**src/design/watchdog_defs.svh**
```systemverilog
// register offsets, field positions, reset values and timing counts of the watchdog
// assumes: included by the prescaler, the top module and the bench by bare name
`ifndef WATCHDOG_DEFS_SVH
`define WATCHDOG_DEFS_SVH

// ------------------------------------------------------------
// register map (byte addresses)
// ------------------------------------------------------------
`define WD_OFF_CONTROL     12'h000
`define WD_OFF_MODE        12'h004
`define WD_OFF_STATUS      12'h008

// ------------------------------------------------------------
// control register fields
// ------------------------------------------------------------
`define WD_CR_RESTART_BIT  0
`define WD_CR_KEY_LSB      24
`define WD_CR_KEY_MSB      31
`define WD_KEY_VALUE       8'ha5

// ------------------------------------------------------------
// mode register fields
// ------------------------------------------------------------
`define WD_MR_VALUE_LSB    0
`define WD_MR_VALUE_MSB    11
`define WD_MR_FIEN_BIT     12
`define WD_MR_RSTEN_BIT    13
`define WD_MR_RPROC_BIT    14
`define WD_MR_DIS_BIT      15
`define WD_MR_DELTA_LSB    16
`define WD_MR_DELTA_MSB    27
`define WD_MR_DBGHLT_BIT   28
`define WD_MR_IDLEHLT_BIT  29
`define WD_MR_RESET        32'h3fff_2fff

// ------------------------------------------------------------
// status register fields
// ------------------------------------------------------------
`define WD_SR_UNF_BIT      0
`define WD_SR_ERR_BIT      1

// ------------------------------------------------------------
// timing
// ------------------------------------------------------------
`define WD_PRESCALE_DIV    128
`define WD_SLOW_DIV        8

`endif

```
**src/design/watchdog_pkg.sv**
```systemverilog
// types used by the watchdog top module
// assumes: compiled before every watchdog module
package watchdog_pkg;

  typedef struct packed {
    logic        idleHalt;
    logic        debugHalt;
    logic [11:0] restartWindowDelta;
    logic        timerDisable;
    logic        processorOnlyResetSelect;
    logic        faultResetEnable;
    logic        faultInterruptEnable;
    logic [11:0] counterReloadValue;
  } mode_s;

  typedef struct packed {
    logic windowErrorFlag;
    logic underflowFlag;
  } status_s;

  typedef enum logic [2:0] {
    APB_IDLE   = 3'b001,
    APB_SETUP  = 3'b010,
    APB_ACCESS = 3'b100
  } apb_phase_e;

endpackage : watchdog_pkg

```
**src/design/watchdog_prescaler.sv**
```systemverilog
// slow-tick and divide-by-128 prescaler of the watchdog
// assumes: clk is the only clock; slowTick is a one-cycle enable
`include "watchdog_defs.svh"
module watchdog_prescaler #(
  parameter int SLOW_DIV = `WD_SLOW_DIV,
  parameter int PRE_DIV  = `WD_PRESCALE_DIV
) (
  input  wire logic clk,
  input  wire logic resetn,
  input  wire logic clear,
  input  wire logic run,
  output logic      countTick
);
  // a divide of one still needs a one-bit counter
  localparam int SW = (SLOW_DIV > 1) ? $clog2(SLOW_DIV) : 1;
  localparam int PW = (PRE_DIV > 1) ? $clog2(PRE_DIV) : 1;

  logic [SW-1:0] slowCnt_q;
  logic [PW-1:0] preCnt_q;
  logic          slowTick;

  // slow clock modelled as an enable from clk
  always_ff @(posedge clk) begin
    if (!resetn) begin
      slowCnt_q <= '0;
    end else if (slowCnt_q == SW'(SLOW_DIV - 1)) begin
      slowCnt_q <= '0;
    end else begin
      slowCnt_q <= slowCnt_q + SW'(1);
    end
  end

  assign slowTick = (slowCnt_q == SW'(SLOW_DIV - 1));

  // halting freezes the divider too, so the period resumes intact
  always_ff @(posedge clk) begin
    if (!resetn || clear) begin
      preCnt_q <= '0;
    end else if (slowTick && run) begin
      preCnt_q <= preCnt_q + PW'(1);
    end
  end

  assign countTick = slowTick && run && (preCnt_q == PW'(PRE_DIV - 1));

endmodule : watchdog_prescaler

```
**src/design/watchdog_counter.sv**
```systemverilog
// 12-bit down counter with reload
// assumes: load and tick come from the same clk domain
module watchdog_counter #(
  parameter int W = 12
) (
  input  wire logic         clk,
  input  wire logic         resetn,
  input  wire logic         load,
  input  wire logic [W-1:0] loadValue,
  input  wire logic         tick,
  output logic [W-1:0]      count,
  output logic              underflow
);
  logic [W-1:0] count_q;

  always_ff @(posedge clk) begin
    if (!resetn) begin
      count_q <= '1;
    end else if (load) begin
      count_q <= loadValue;
    end else if (tick && count_q != '0) begin
      count_q <= count_q - W'(1);
    end
  end

  assign count     = count_q;
  assign underflow = tick && !load && (count_q == '0);

endmodule : watchdog_counter

```
**src/design/windowed_watchdog_timer.sv**
```systemverilog
// windowed watchdog timer with APB register slave
// assumes: APB master on clk; resetn is the processor reset, synchronous
//
// Chosen here: the placing of the registers and the APB interface to the registers.
`include "watchdog_defs.svh"
module windowed_watchdog_timer
  import watchdog_pkg::*;
#(
  parameter int CNT_W    = 12,
  parameter int SLOW_DIV = `WD_SLOW_DIV
) (
  input  wire logic        clk,
  input  wire logic        resetn,
  input  wire logic        psel,
  input  wire logic        penable,
  input  wire logic        pwrite,
  input  wire logic [11:0] paddr,
  input  wire logic [31:0] pwdata,
  output logic      [31:0] prdata,
  output logic             pready,
  output logic             pslverr,
  input  wire logic        debugState,
  input  wire logic        idleState,
  output logic             faultIrq,
  output logic             faultLine,
  output logic             systemResetReq,
  output logic             processorResetReq
);

  // ------------------------------------------------------------
  // pin synchronisers
  // ------------------------------------------------------------
  // only the second stage feeds logic; the first may be metastable
  logic [1:0] pinRaw;
  logic [1:0] pinSync;
  logic       dbgSynced;
  logic       idleSynced;

  assign pinRaw = {idleState, debugState};

  for (genvar i = 0; i < 2; i++) begin : gSync
    logic [1:0] stage_q;

    always_ff @(posedge clk) begin
      if (!resetn) begin
        stage_q <= 2'h0;
      end else begin
        stage_q <= {stage_q[0], pinRaw[i]};
      end
    end

    assign pinSync[i] = stage_q[1];
  end

  assign dbgSynced  = pinSync[0];
  assign idleSynced = pinSync[1];

  // ------------------------------------------------------------
  // bus decode
  // ------------------------------------------------------------
  logic  busAccess;
  logic  wrControl;
  logic  wrMode;
  logic  rdStatus;
  logic  mapped;
  logic  keyOk;
  logic  restartReq;

  assign busAccess = psel && penable && pready;
  assign mapped    = paddr == `WD_OFF_CONTROL || paddr == `WD_OFF_MODE ||
                     paddr == `WD_OFF_STATUS;
  assign wrControl = busAccess && pwrite && paddr == `WD_OFF_CONTROL;
  assign wrMode    = busAccess && pwrite && paddr == `WD_OFF_MODE;
  assign rdStatus  = busAccess && !pwrite && paddr == `WD_OFF_STATUS;
  assign keyOk     = pwdata[`WD_CR_KEY_MSB:`WD_CR_KEY_LSB] == `WD_KEY_VALUE;
  assign restartReq = wrControl && keyOk && pwdata[`WD_CR_RESTART_BIT];

  // ------------------------------------------------------------
  // mode register, write once
  // ------------------------------------------------------------
  // reset word is a full bus word; the top bits are unused
  localparam logic [31:0] MODE_RESET = `WD_MR_RESET;

  mode_s mode_q;
  logic  modeLocked_q;
  logic  modeAccept;

  assign modeAccept = wrMode && !modeLocked_q;

  always_ff @(posedge clk) begin
    if (!resetn) begin
      mode_q       <= mode_s'(MODE_RESET[$bits(mode_s)-1:0]);
      modeLocked_q <= 1'b0;
    end else if (modeAccept) begin
      mode_q       <= mode_s'(pwdata[$bits(mode_s)-1:0]);
      modeLocked_q <= 1'b1;
    end
  end

  // ------------------------------------------------------------
  // counter and prescaler
  // ------------------------------------------------------------
  logic             run;
  logic             countTick;
  logic             reload;
  logic [CNT_W-1:0] count;
  logic             underflow;
  logic             windowOk;

  // halting and disabling freeze both divider and counter
  assign run = !mode_q.timerDisable &&
               !(mode_q.debugHalt && dbgSynced) &&
               !(mode_q.idleHalt && idleSynced);
  // compared against the count as it stands on the write edge
  assign windowOk = count <= mode_q.restartWindowDelta;
  assign reload   = modeAccept || (restartReq && windowOk);

  watchdog_prescaler #(
    .SLOW_DIV (SLOW_DIV),
    .PRE_DIV  (`WD_PRESCALE_DIV)
  ) uPrescaler (
    .clk       (clk),
    .resetn    (resetn),
    .clear     (reload),
    .run       (run),
    .countTick (countTick)
  );

  watchdog_counter #(
    .W (CNT_W)
  ) uCounter (
    .clk       (clk),
    .resetn    (resetn),
    .load      (reload),
    .loadValue (modeAccept ? pwdata[`WD_MR_VALUE_MSB:`WD_MR_VALUE_LSB]
                           : mode_q.counterReloadValue),
    .tick      (countTick),
    .count     (count),
    .underflow (underflow)
  );

  // ------------------------------------------------------------
  // status flags and fault
  // ------------------------------------------------------------
  status_s status_q;
  logic    setUnf;
  logic    setErr;
  logic    faultSet;

  assign setUnf   = underflow;
  assign setErr   = restartReq && !windowOk;
  assign faultSet = (setUnf && mode_q.faultResetEnable) || setErr;

  // a new event in the read cycle survives the clear
  always_ff @(posedge clk) begin
    if (!resetn) begin
      status_q <= '0;
    end else begin
      status_q.underflowFlag   <= setUnf || (status_q.underflowFlag && !rdStatus);
      status_q.windowErrorFlag <= setErr || (status_q.windowErrorFlag && !rdStatus);
    end
  end

  always_ff @(posedge clk) begin
    if (!resetn) begin
      faultLine <= 1'b0;
    end else begin
      faultLine <= faultSet || (faultLine && !rdStatus);
    end
  end

  // interrupt tracks the flags' next state so it clears with them
  always_ff @(posedge clk) begin
    if (!resetn) begin
      faultIrq <= 1'b0;
    end else begin
      faultIrq <= mode_q.faultInterruptEnable &&
                  (setUnf || setErr ||
                   ((status_q.underflowFlag || status_q.windowErrorFlag) && !rdStatus));
    end
  end

  // with reset enabled, request levels follow the fault line (system only if not processor-only); the controller resets us
  always_ff @(posedge clk) begin
    if (!resetn) begin
      systemResetReq    <= 1'b0;
      processorResetReq <= 1'b0;
    end else begin
      systemResetReq    <= mode_q.faultResetEnable &&
                           !mode_q.processorOnlyResetSelect &&
                           (faultSet || (faultLine && !rdStatus));
      processorResetReq <= mode_q.faultResetEnable &&
                           (faultSet || (faultLine && !rdStatus));
    end
  end

  // ------------------------------------------------------------
  // APB response
  // ------------------------------------------------------------
  // one wait state: pready is registered high in the second access cycle
  always_ff @(posedge clk) begin
    if (!resetn) begin
      pready <= 1'b0;
    end else begin
      pready <= psel && penable && !pready;
    end
  end

  always_ff @(posedge clk) begin
    if (!resetn) begin
      prdata  <= 32'h0000_0000;
      pslverr <= 1'b0;
    end else if (psel && penable && !pready) begin
      pslverr <= !mapped;
      if (!pwrite && paddr == `WD_OFF_MODE) begin
        prdata <= {2'h0, mode_q};
      end else if (!pwrite && paddr == `WD_OFF_STATUS) begin
        // an event landing on this edge is reported, not lost to the clear
        prdata <= {30'h0, status_q | {setErr, setUnf}};
      end else begin
        prdata <= 32'h0000_0000;
      end
    end
  end
endmodule : windowed_watchdog_timer

```
**config.mk**
```make
export PLATFORM = sky130hd
export DESIGN_NAME = windowed_watchdog_timer
export DESIGN_NICKNAME = d
export VERILOG_FILES = /design/src/design/watchdog_pkg.sv /design/src/design/watchdog_prescaler.sv /design/src/design/watchdog_counter.sv /design/src/design/windowed_watchdog_timer.sv
export VERILOG_INCLUDE_DIRS = /design/src /design/src/design
export SDC_FILE = /design/constraint.sdc
export NUM_CORES = 1
export LEC_CHECK = 0
export BUFFER_PORTS_ARGS = -buffer_cell sky130_fd_sc_hd__buf_2
export CORE_AREA = 2 2 113 71
export DETAILED_ROUTE_END_ITERATION = 8
export DIE_AREA = 0 0 115 73
export PLACE_DENSITY = 0.83
export SLEW_MARGIN = 15
export SYNTH_ARGS = -nofsm -noshare
export SYNTH_HDL_FRONTEND = slang
export SYNTH_SLANG_ARGS = --single-unit
```
**constraint.sdc**
```tcl
create_clock -name clk -period 5.74 [get_ports clk]
set_input_delay 0.287 -clock clk [delete_from_list [all_inputs] [get_ports clk]]
set_output_delay 0.287 -clock clk [all_outputs]
set_load 0.01 [all_outputs]
```
==> flow_summary.ini, run 1 <==
[critical_path]
worst_r2r_endpoint = faultLine$_SDFF_PN0_
arrival_ns = 2.85
start_kind = flop
reg2regPathDepth = 9
required_ns = 6.01
crit_type = reg2reg
reg2reg_from = uPrescaler.slowCnt_q[0]$_SDFF_PP0_
cp_max_fo = 4
reg2reg_slack_ns = 3.16
cp-end-kind = flop

[sta]
finalCriticalPeriod_ns = 2.58
tightestPinTransition_ns = 1.01
max_freq_ghz = 0.388
maxSlewHeadroom_pct = 32.6
hold_viol = 0
slew_viol_final = 0
finalClockSkew_ns = 0.0119
fin_setup_tns_ns = 0
period_share_pct = 44.9
setup_viol = 0
rsz0062_at_grt = no

[placement]
gp_congestion = 0.936
hpwl_mm = 7.35
port_buffers = 86

[drt]
vias_per_cell = 5.69
drt-pass1-iter-count = 5
drt_iter0_drc = 391
postRouteAntennaNets = 0
post_drt_wl_per_cell_um = 16.0
routed-via-count = 3669
drc = 0
routed_wl_mm = 10.3

[pwr]
ir_worst_vdd_mv = 0.184
finalPower_mw = 1.37
power_density_mw_per_mm2 = 276
total_leakage_power_nw = 2.18

[worst_hold_path]
holdCritStartpoint = debugState
hold_path_end = gSync[0].stage_q[0]$_SDFF_PN0_
hold_class = in2reg
whs_path_depth = 2

[synthesis]
synth_top_cells_by_area = dfxtp_1, nand2_1, a21oi_1
post-synth-top-area-fraction_pct = 45.4
async_flop_share_pct = 0
synth_edf_count = 0
yosysSeqAreaShare_pct = 45.4
synth_ff_type = dfxtp_1
avgSynthCellArea_sq_um = 8.83
ys_ff_latch = 95
synth.largest_area_cell = dfxtp_1
ys_warn_count = 0
netlist_area_sq_mm = 0.00419
syn_inst = 474
synthDistinctLibCells = 53

[status]
status = complete, no violations

[grt]
met2_usage_pct = 40.3
gr-usage-met1_pct = 35.5
grt_pass1_vias = 3493
grt_first_pass_wirelength_mm = 16.9
grt_usage_pct = 26.1
overflow = 0
gr-max-usage-layer = met2
use_met3_pct = 6.40
grt_max_degree = 46
antenna_found_initial = 0

[clocking]
cts_resized = 0
numCtsBuffers = 9
clk_latency_ns = 0.35
cts_buffer_depth = 2
post_cts_buffers = 0
cts_root_buffer = clkbuf_16
cts_tree = yes
cts_max_level = 3
cts_hold_buf = 0
clk_pin_slew_ns = 0.07
cts_sinks = 95

[floorplanning]
start_util_pct = 55.8
fp.dieH_um = 73
die_x_um = 115
num_rows = 25
die-area_sq_mm = 0.00840
io_pins = 89
core_area_sq_mm = 0.00751

[layout]
area_growth_pct = 18.8
drive_gt1_share_pct = 23.6
final_net_count = 613
final_cell_mix = dfxtp_1, buf_2, nand2_1
final_common_cell = dfxtp_1
num_antenna_cells = 0

[run]
maxCapViolCount = 0
-- flip-flops by register name, summed over array words and instances, names as in the netlist --
| register | cells |
|---|---|
| processorResetReq | 1 |
| modeLocked_q | 1 |
| uCounter.count | 12 |
| pslverr | 1 |
| status_q | 2 |
| systemResetReq | 1 |
| uPrescaler.preCnt_q | 7 |
| pready | 1 |
| mode_q | 30 |
| faultLine | 1 |
| prdata | 30 |
| gSync.stage_q | 4 |
| faultIrq | 1 |
| uPrescaler.slowCnt_q | 3 |
-- cells by family (layout without fill, tap and decap cells) --
| group | count (synthesis) | count (layout) | share of synthesized area (%) |
|---|---|---|---|
| mux | 24 | 24 | 6.55 |
| simple gates | 202 | 202 | 24.6 |
| compound gates | 75 | 75 | 10.5 |
| buf+inv | 45 | 121 | 4.72 |
| xor+xnor | 16 | 16 | 3.35 |
| fa+ha+maj | 16 | 16 | 4.78 |
| flops | 95 | 95 | 45.4 |
| other cells | 1 | 2 | 0.0896 |
-- synthesized netlist by cell type (all sizes together), types with 2 or more instances --
| cell type | count |
|---|---|
| nand2 | 84 |
| a22o | 2 |
| or2 | 7 |
| clkbuf | 21 |
| o211ai | 11 |
| a21oi | 47 |
| xnor2 | 8 |
| xor2 | 8 |
| nor3 | 9 |
| dfxtp | 95 |
| a21boi | 2 |
| inv | 15 |
| nand4 | 8 |
| nand3 | 43 |
| a21o | 2 |
| o21ai | 6 |
| nor3b | 3 |
| nor2b | 2 |
| ha | 16 |
| or3 | 3 |
| nor2 | 19 |
| and2 | 6 |
| nor4 | 8 |
| a211oi | 2 |
| mux2 | 12 |
| buf | 8 |
| mux2i | 12 |
| and3 | 4 |
-- per-layer routing --
layer  vias to the layer above  wire length, um
li1                       1780                -
met1                      1733             4650
met2                       141             4770
met3                        15              772
met4                         0              152
met5                         -                0
-- power breakdown --
part | total (mW) | leakage (nW) | internal [mW] | switching, mW
Sequential | 0.666 | 0.769 | 0.664 | 0.00224
Combinational | 0.0527 | 1.25 | 0.0202 | 0.0325
Clock | 0.652 | 0.163 | 0.396 | 0.257
-- final cells by class --
cell class / instances / area (sq um)
well taps: 94 / 118
inverters: 16 / 60.1
repair buffers: 89 / 457
flip-flops and latches: 95 / 1900
multi-input cells: 335 / 2100
clock inverters: 6 / 91.3
clock buffers: 10 / 239
fillers: 629 / 2540
-- critical path: stages (launching register included) --
cell and delay, ns:
dfxtp_1 0.34, ha_1 0.16, ha_1 0.23, nand2b_1 0.18
or4_1 0.62, nor3_2 0.29, nand2_1 0.09, a211oi_1 0.33
nand2_1 0.11, a21oi_1 0.15
-- how the worst max path moves through the flow --
stage | from | end | slack (ns)
2_1_floorplan | uCounter.count[1]$_SDFFE_PN1P_ | uCounter.count[4]$_SDFFE_PN1P_ | 3.51
5_1_grt | uCounter.count[1]$_SDFFE_PN1P_ | uCounter.count[8]$_SDFFE_PN1P_ | 2.91
6_report | uPrescaler.slowCnt_q[0]$_SDFF_PP0_ | faultLine$_SDFF_PN0_ | 3.16
3_3_place_gp | paddr[7] | uCounter.count[8]$_SDFFE_PN1P_ | 3.09
4_1_cts | uCounter.count[1]$_SDFFE_PN1P_ | uCounter.count[8]$_SDFFE_PN1P_ | 3.15
3_5_place_dp | paddr[1] | uCounter.count[7]$_SDFFE_PN1P_ | 2.96
-- per-stage QoR --
stage / instance area (sq um) / std cells / util [%] / setup WS (ns) / hold WS, ns
CTS: 4950 / 644 / 65.9 / 3.15 / 0.143
finish: 4970 / 645 / 66.2 / 3.16 / 0.152
global placement: 4620 / 628 / 61.5 / 3.09 / 0.415
global route: 4970 / 645 / 66.2 / 2.91 / 0.162
detailed placement: 4620 / 628 / 61.5 / 2.96 / 0.425
floorplan: 4190 / 475 / - / 3.51 / 0.408
No activity file was read; power rests on OpenSTA's default activity.
==> inputs of run 2 (changes only) <==
--- a/config.mk
+++ b/config.mk
@@ -7,10 +7,10 @@
 export NUM_CORES = 1
 export LEC_CHECK = 0
 export BUFFER_PORTS_ARGS = -buffer_cell sky130_fd_sc_hd__buf_2
-export CORE_AREA = 2 2 113 71
+export CORE_AREA = 2 2 117 74
 export DETAILED_ROUTE_END_ITERATION = 8
-export DIE_AREA = 0 0 115 73
-export PLACE_DENSITY = 0.83
+export DIE_AREA = 0 0 119 76
+export PLACE_DENSITY = 0.78
 export SLEW_MARGIN = 15
 export SYNTH_ARGS = -nofsm -noshare
 export SYNTH_HDL_FRONTEND = slang
==> constraint.sdc (replaced) <==
create_clock -name clk -period 2.6 [get_ports clk]
set_input_delay 0.13 -clock clk [delete_from_list [all_inputs] [get_ports clk]]
set_output_delay 0.13 -clock clk [all_outputs]
set_load 0.01 [all_outputs]
==> flow_summary.ini, run 2 (same netlist as run 1, synthesis figures left out) <==
[grt]
overflow = 0
grt_pass1_vias = 3494
grt_max_degree = 33
grt_first_pass_wirelength_mm = 17.2
grt_usage_pct = 23.9
antenna_found_initial = 0

[floorplanning]
num_rows = 26
start_util_pct = 51.7
die-area_sq_mm = 0.00904
io_pins = 89
core_area_sq_mm = 0.00810
die_x_um = 119
fp.dieH_um = 76

[critical_path]
worstSetupEndpoint = uCounter.count[10]$_SDFFE_PN1P_
cp_num_cells = 9
worst_r2r_endpoint = uCounter.count[10]$_SDFFE_PN1P_
start_kind = flop
cp-end-kind = flop
critical-path-top-delay-family = simple AND/OR/NAND/NOR gates
crit_slowest_cell = or4_4
crit_start = uPrescaler.slowCnt_q[0]$_SDFF_PP0_
max_stage_delay_ns = 0.58
arrival_ns = 2.60
reg2reg_slack_ns = 0.21
crit_chain = ha_1 > ha_1 > nand2b_1 > or4_4 > nor3_2 > nand2_1 > mux2_2 > mux2i_1 > nand2_1
reg2regPathDepth = 9
reg2reg_from = uPrescaler.slowCnt_q[0]$_SDFF_PP0_
crit_type = reg2reg
required_ns = 2.81
timing.critical_path.buf_inv = 0
cp_max_fo = 4

[sta]
period_share_pct = 91.9
finalClockSkew_ns = 0.0119
max_freq_ghz = 0.419
tightestPinTransition_ns = 0.641
finalCriticalPeriod_ns = 2.39
maxSlewHeadroom_pct = 57.3
fin_setup_tns_ns = 0
rsz0062_at_grt = no
slew_viol_final = 0
setup_viol = 0
hold_viol = 0

[clocking]
cts_root_buffer = clkbuf_16
cts_max_level = 3
cts_tree = yes
clk_pin_slew_ns = 0.07
clk_latency_ns = 0.35
cts_buffer_depth = 2
cts_sinks = 95
numCtsBuffers = 9
post_cts_buffers = 0

[drt]
post_drt_wl_per_cell_um = 15.9
vias_per_cell = 5.51
postRouteAntennaNets = 0
drc = 0
routed-via-count = 3723
routed_wl_mm = 10.8
drt_iter0_drc = 321
drt-pass1-iter-count = 5

[pwr]
switching_share_pct = 22.8
combPwrFrac_pct = 4.5
power_switching_mw = 0.641
finalPower_mw = 2.82
total_leakage_power_nw = 2.22
power_density_mw_per_mm2 = 555
seqPwrFrac_pct = 52.2
internal-power_mw = 2.17
ir_worst_vdd_mv = 0.458
clock_power_share_pct = 43.3

[layout]
utilization_pct = 62.6
n_fill_cell = 686
seqCellArea_sq_mm = 0.00190
reg_top3 = mode_q x30, prdata x30, uCounter.count x12
multiInputGateArea_sq_mm = 0.00212
num_antenna_cells = 0
drive_gt1_share_pct = 25.4
final_net_count = 626
final_cell_mix = dfxtp_1, buf_2, nand2_1
area_growth_pct = 21.2
final_common_cell = dfxtp_1
fin_area_sq_mm = 0.00507

[placement]
gp_congestion = 0.889
hpwl_mm = 8.03
port_buffers = 86
dpl_cell_area_sq_mm = 0.00474

[worst_hold_path]
hold_class = in2reg

[run]
maxCapViolCount = 0

[status]
status = complete, no violations
-- run 2: cell types whose count changed in the layout (fill, tap and decap cells not counted), moves of 2 or more --
cell and delta:
bufinv_16 -2, clkbuf_1 +2, buf_4 +10, dlygate4sd3_1 +3, nor2_4 -2, nor2_2 +2
-- run 2: worst min path at each step --
stage | startpoint | end | slack, ns | cells past startpoint
after global routing | pwdata[13] | mode_q[13]$_SDFFE_PN1N_ | 0.02 | 3
after global placement | debugState | gSync[0].stage_q[0]$_SDFF_PN0_ | 0.34 | 2
after floorplan | pwdata[13] | mode_q[13]$_SDFFE_PN1N_ | 0.25 | 2
after CTS | pwdata[17] | mode_q[17]$_SDFFE_PN1N_ | 0.008 | 3
after detailed placement | idleState | gSync[1].stage_q[0]$_SDFF_PN0_ | 0.34 | 2
final | pwdata[17] | mode_q[17]$_SDFFE_PN1N_ | 0.01 | 3
-- run 2: layer usage --
metal	track usage (%)	wire length, um
met1	34.0	5000
met2	36.0	4720
met3	7.26	952
met4	5.36	87
met5	0	0
-- run 2: cell type report --
class,count,share of cell area [%]
Clock buffer,11,4.59
Clock inverter,5,0.839
Inverter,16,1.18
Multi-Input combinational cell,335,41.9
Sequential cell,95,37.5
Tap cell,112,2.76
Timing Repair Buffer,102,11.3
-- run 2: worst min-delay path, stage by stage --
cell      delay [ns]
buf_2           0.08
nand2_1         0.04
o211ai_1        0.07
-- run 2: timing repair --
action | 4_1_cts | 5_1_grt
endpoints found under the hold margin | 3 | 0
hold buffers | 3 | 0
resized for setup | 0 | 7
setup endpoints to repair | 0 | 13
-- run 2: power groups by stage --
stage               registers [mW]  clock network (mW)  logic [mW]
floorplan                     1.50                   0      0.0549
global placement              1.50                   0       0.116
detailed placement            1.50                   0       0.119
CTS                           1.47                1.24       0.124
global route                  1.47                1.29       0.134
finish                        1.47                1.22       0.125
-- run 2: per-stage QoR --
stage               setup WS, ns  instances  hold WS [ns]
finish                     0.211        676        0.0104
global route              0.0272        676        0.0198
CTS                        0.137        676       0.00796
detailed placement         0.149        657         0.344
global placement           0.221        657         0.337
floorplan                  0.373        475         0.254
==> inputs of run 3 (changes only) <==
--- a/config.mk
+++ b/config.mk
@@ -7,9 +7,9 @@
 export NUM_CORES = 1
 export LEC_CHECK = 0
 export BUFFER_PORTS_ARGS = -buffer_cell sky130_fd_sc_hd__buf_2
-export CORE_AREA = 2 2 117 74
+export CORE_AREA = 8 8 123 80
 export DETAILED_ROUTE_END_ITERATION = 8
-export DIE_AREA = 0 0 119 76
+export DIE_AREA = 0 0 131 88
 export PLACE_DENSITY = 0.78
 export SLEW_MARGIN = 15
 export SYNTH_ARGS = -nofsm -noshare
==> constraint.sdc (replaced) <==
create_clock -name clk -period 2.6 [get_ports clk]
set_input_delay 0.52 -clock clk [delete_from_list [all_inputs] [get_ports clk]]
set_output_delay 0.52 -clock clk [all_outputs]
set_load 0.01 [all_outputs]
==> flow_summary.ini, run 3 (same netlist as run 1, synthesis figures left out) <==
[pwr]
seqPwrFrac_pct = 51.5
combPwrFrac_pct = 4.2
total_leakage_power_nw = 2.26
ir_worst_vdd_mv = 0.304
internal-power_mw = 2.22
power_density_mw_per_mm2 = 560
switching_share_pct = 22.2
power_switching_mw = 0.634
clock_power_share_pct = 44.3

[sta]
maxSlewHeadroom_pct = 58.3
finalClockSkew_ns = 0.00945
rsz0062_at_grt = no
slew_viol_final = 0
max_freq_ghz = 0.401
fin_setup_tns_ns = 0
setup_viol = 0
finalCriticalPeriod_ns = 2.49
hold_viol = 0
tightestPinTransition_ns = 0.626
period_share_pct = 95.9

[layout]
reg_top3 = mode_q x30, prdata x30, uCounter.count x12
final_cell_mix = dfxtp_1, buf_2, nand2_1
final_common_cell = dfxtp_1
final_net_count = 629
utilization_pct = 62.9
drive_gt1_share_pct = 26.5
num_antenna_cells = 0
n_fill_cell = 676
area_growth_pct = 21.8

[floorplanning]
core_area_sq_mm = 0.00810
fp.dieH_um = 88
num_rows = 26
die-area_sq_mm = 0.0115
start_util_pct = 51.7
die_x_um = 131
io_pins = 89

[clocking]
cts_sinks = 95
clk_latency_ns = 0.34
cts_max_level = 3
cts_tree = yes
numCtsBuffers = 9
cts_root_buffer = clkbuf_16
cts_buffer_depth = 2
post_cts_buffers = 0
clk_pin_slew_ns = 0.06

[grt]
grt_first_pass_wirelength_mm = 17.5
grt_pass1_vias = 3558
grt_usage_pct = 19.5
grt_max_degree = 33
antenna_found_initial = 0
overflow = 0

[drt]
vias_per_cell = 5.39
postRouteAntennaNets = 0
drt-pass1-iter-count = 4
post_drt_wl_per_cell_um = 16.2
drc = 0
routed-via-count = 3662
routed_wl_mm = 11.0
drt_iter0_drc = 239

[critical_path]
start_kind = flop
required_ns = 2.88
cp_max_fo = 14
reg2reg_slack_ns = 0.11
crit_type = reg2reg
arrival_ns = 2.77
cp-end-kind = flop

[placement]
hpwl_mm = 8.27
gp_congestion = 0.869
port_buffers = 86

[worst_hold_path]
hold_class = in2reg

[run]
maxCapViolCount = 0

[status]
status = complete, no violations
## run 3: cell types whose count changed in the layout (fill, tap and decap cells not counted), moves of 2 or more
cell           change
dlygate4sd3_1      -3
clkbuf_8           +2
buf_4              +5
clkbuf_1           -2
clkinv_4           -2
## run 3: per-stage QoR
step,cells,cell area [sq um],total power [mW],setup slack (ns),hold slack [ns]
2_1_floorplan,475,4190,1.56,0.313,0.408
3_3_place_gp,663,4780,1.62,0.116,0.418
3_5_place_dp,663,4780,1.62,0.0404,0.419
4_1_cts,679,5070,2.88,0.0374,0.377
5_1_grt,679,5100,2.95,0.0173,0.379
6_report,679,5100,2.85,0.107,0.382
## run 3: final cells by class
type	instances	area, sq um	share of cell area, %
tap	112	140	2.75
timing repair buffer	105	589	11.6
inverter	16	60.1	1.18
sequential	95	1900	37.3
clock inverter	5	40.0	0.786
clock buffer	11	253	4.96
multi-input combinational	335	2110	41.4
## run 3: power by group through the flow
stage          registers, mW  clock network, mW  logic (mW)
2_1_floorplan           1.50                  0      0.0549
3_3_place_gp            1.50                  0       0.116
3_5_place_dp            1.50                  0       0.119
4_1_cts                 1.47               1.29       0.119
5_1_grt                 1.47               1.35       0.132
6_report                1.47               1.26       0.120
## run 3: timing repair
action | CTS | global route
gates resized for setup | 0 | 7
hold buffers | 0 | 0
endpoints found under the setup margin | 0 | 20
hold endpoints to repair | 0 | 0
## run 3: routing by layer
layer | vias up | part of all wire (%) | global-route usage, %
met5 | - | 0 | 0
li1 | 1805 | - | -
met1 | 1697 | 42 | 24.1
met4 | 0 | 0.95 | 5.91
met2 | 149 | 46 | 31.3
met3 | 11 | 11 | 6.99
## run 3: path summary, 6_finish.rpt
kind | startpoint | endpoint | depth (start not counted)
hold reg to reg | gSync[0].stage_q[0]$_SDFF_PN0_ | gSync[0].stage_q[1]$_SDFF_PN0_ | 1
hold / removal | idleState | gSync[1].stage_q[0]$_SDFF_PN0_ | 2
setup reg to reg | mode_q[17]$_SDFFE_PN1N_ | uCounter.count[7]$_SDFFE_PN1P_ | 11
setup / recovery | mode_q[17]$_SDFFE_PN1N_ | uCounter.count[7]$_SDFFE_PN1P_ | 11
## run 3: worst max-delay path, cell delays in order, from the launching register on
cell      delay [ns]
dfxtp_1         0.35
inv_1           0.07
ha_1            0.31
nor2b_1         0.15
o21ai_0         0.21
a21boi_1        0.12
o41ai_1         0.40
buf_4           0.18
a21oi_1         0.06
buf_6           0.18
mux2_1          0.31
nand2_1         0.07
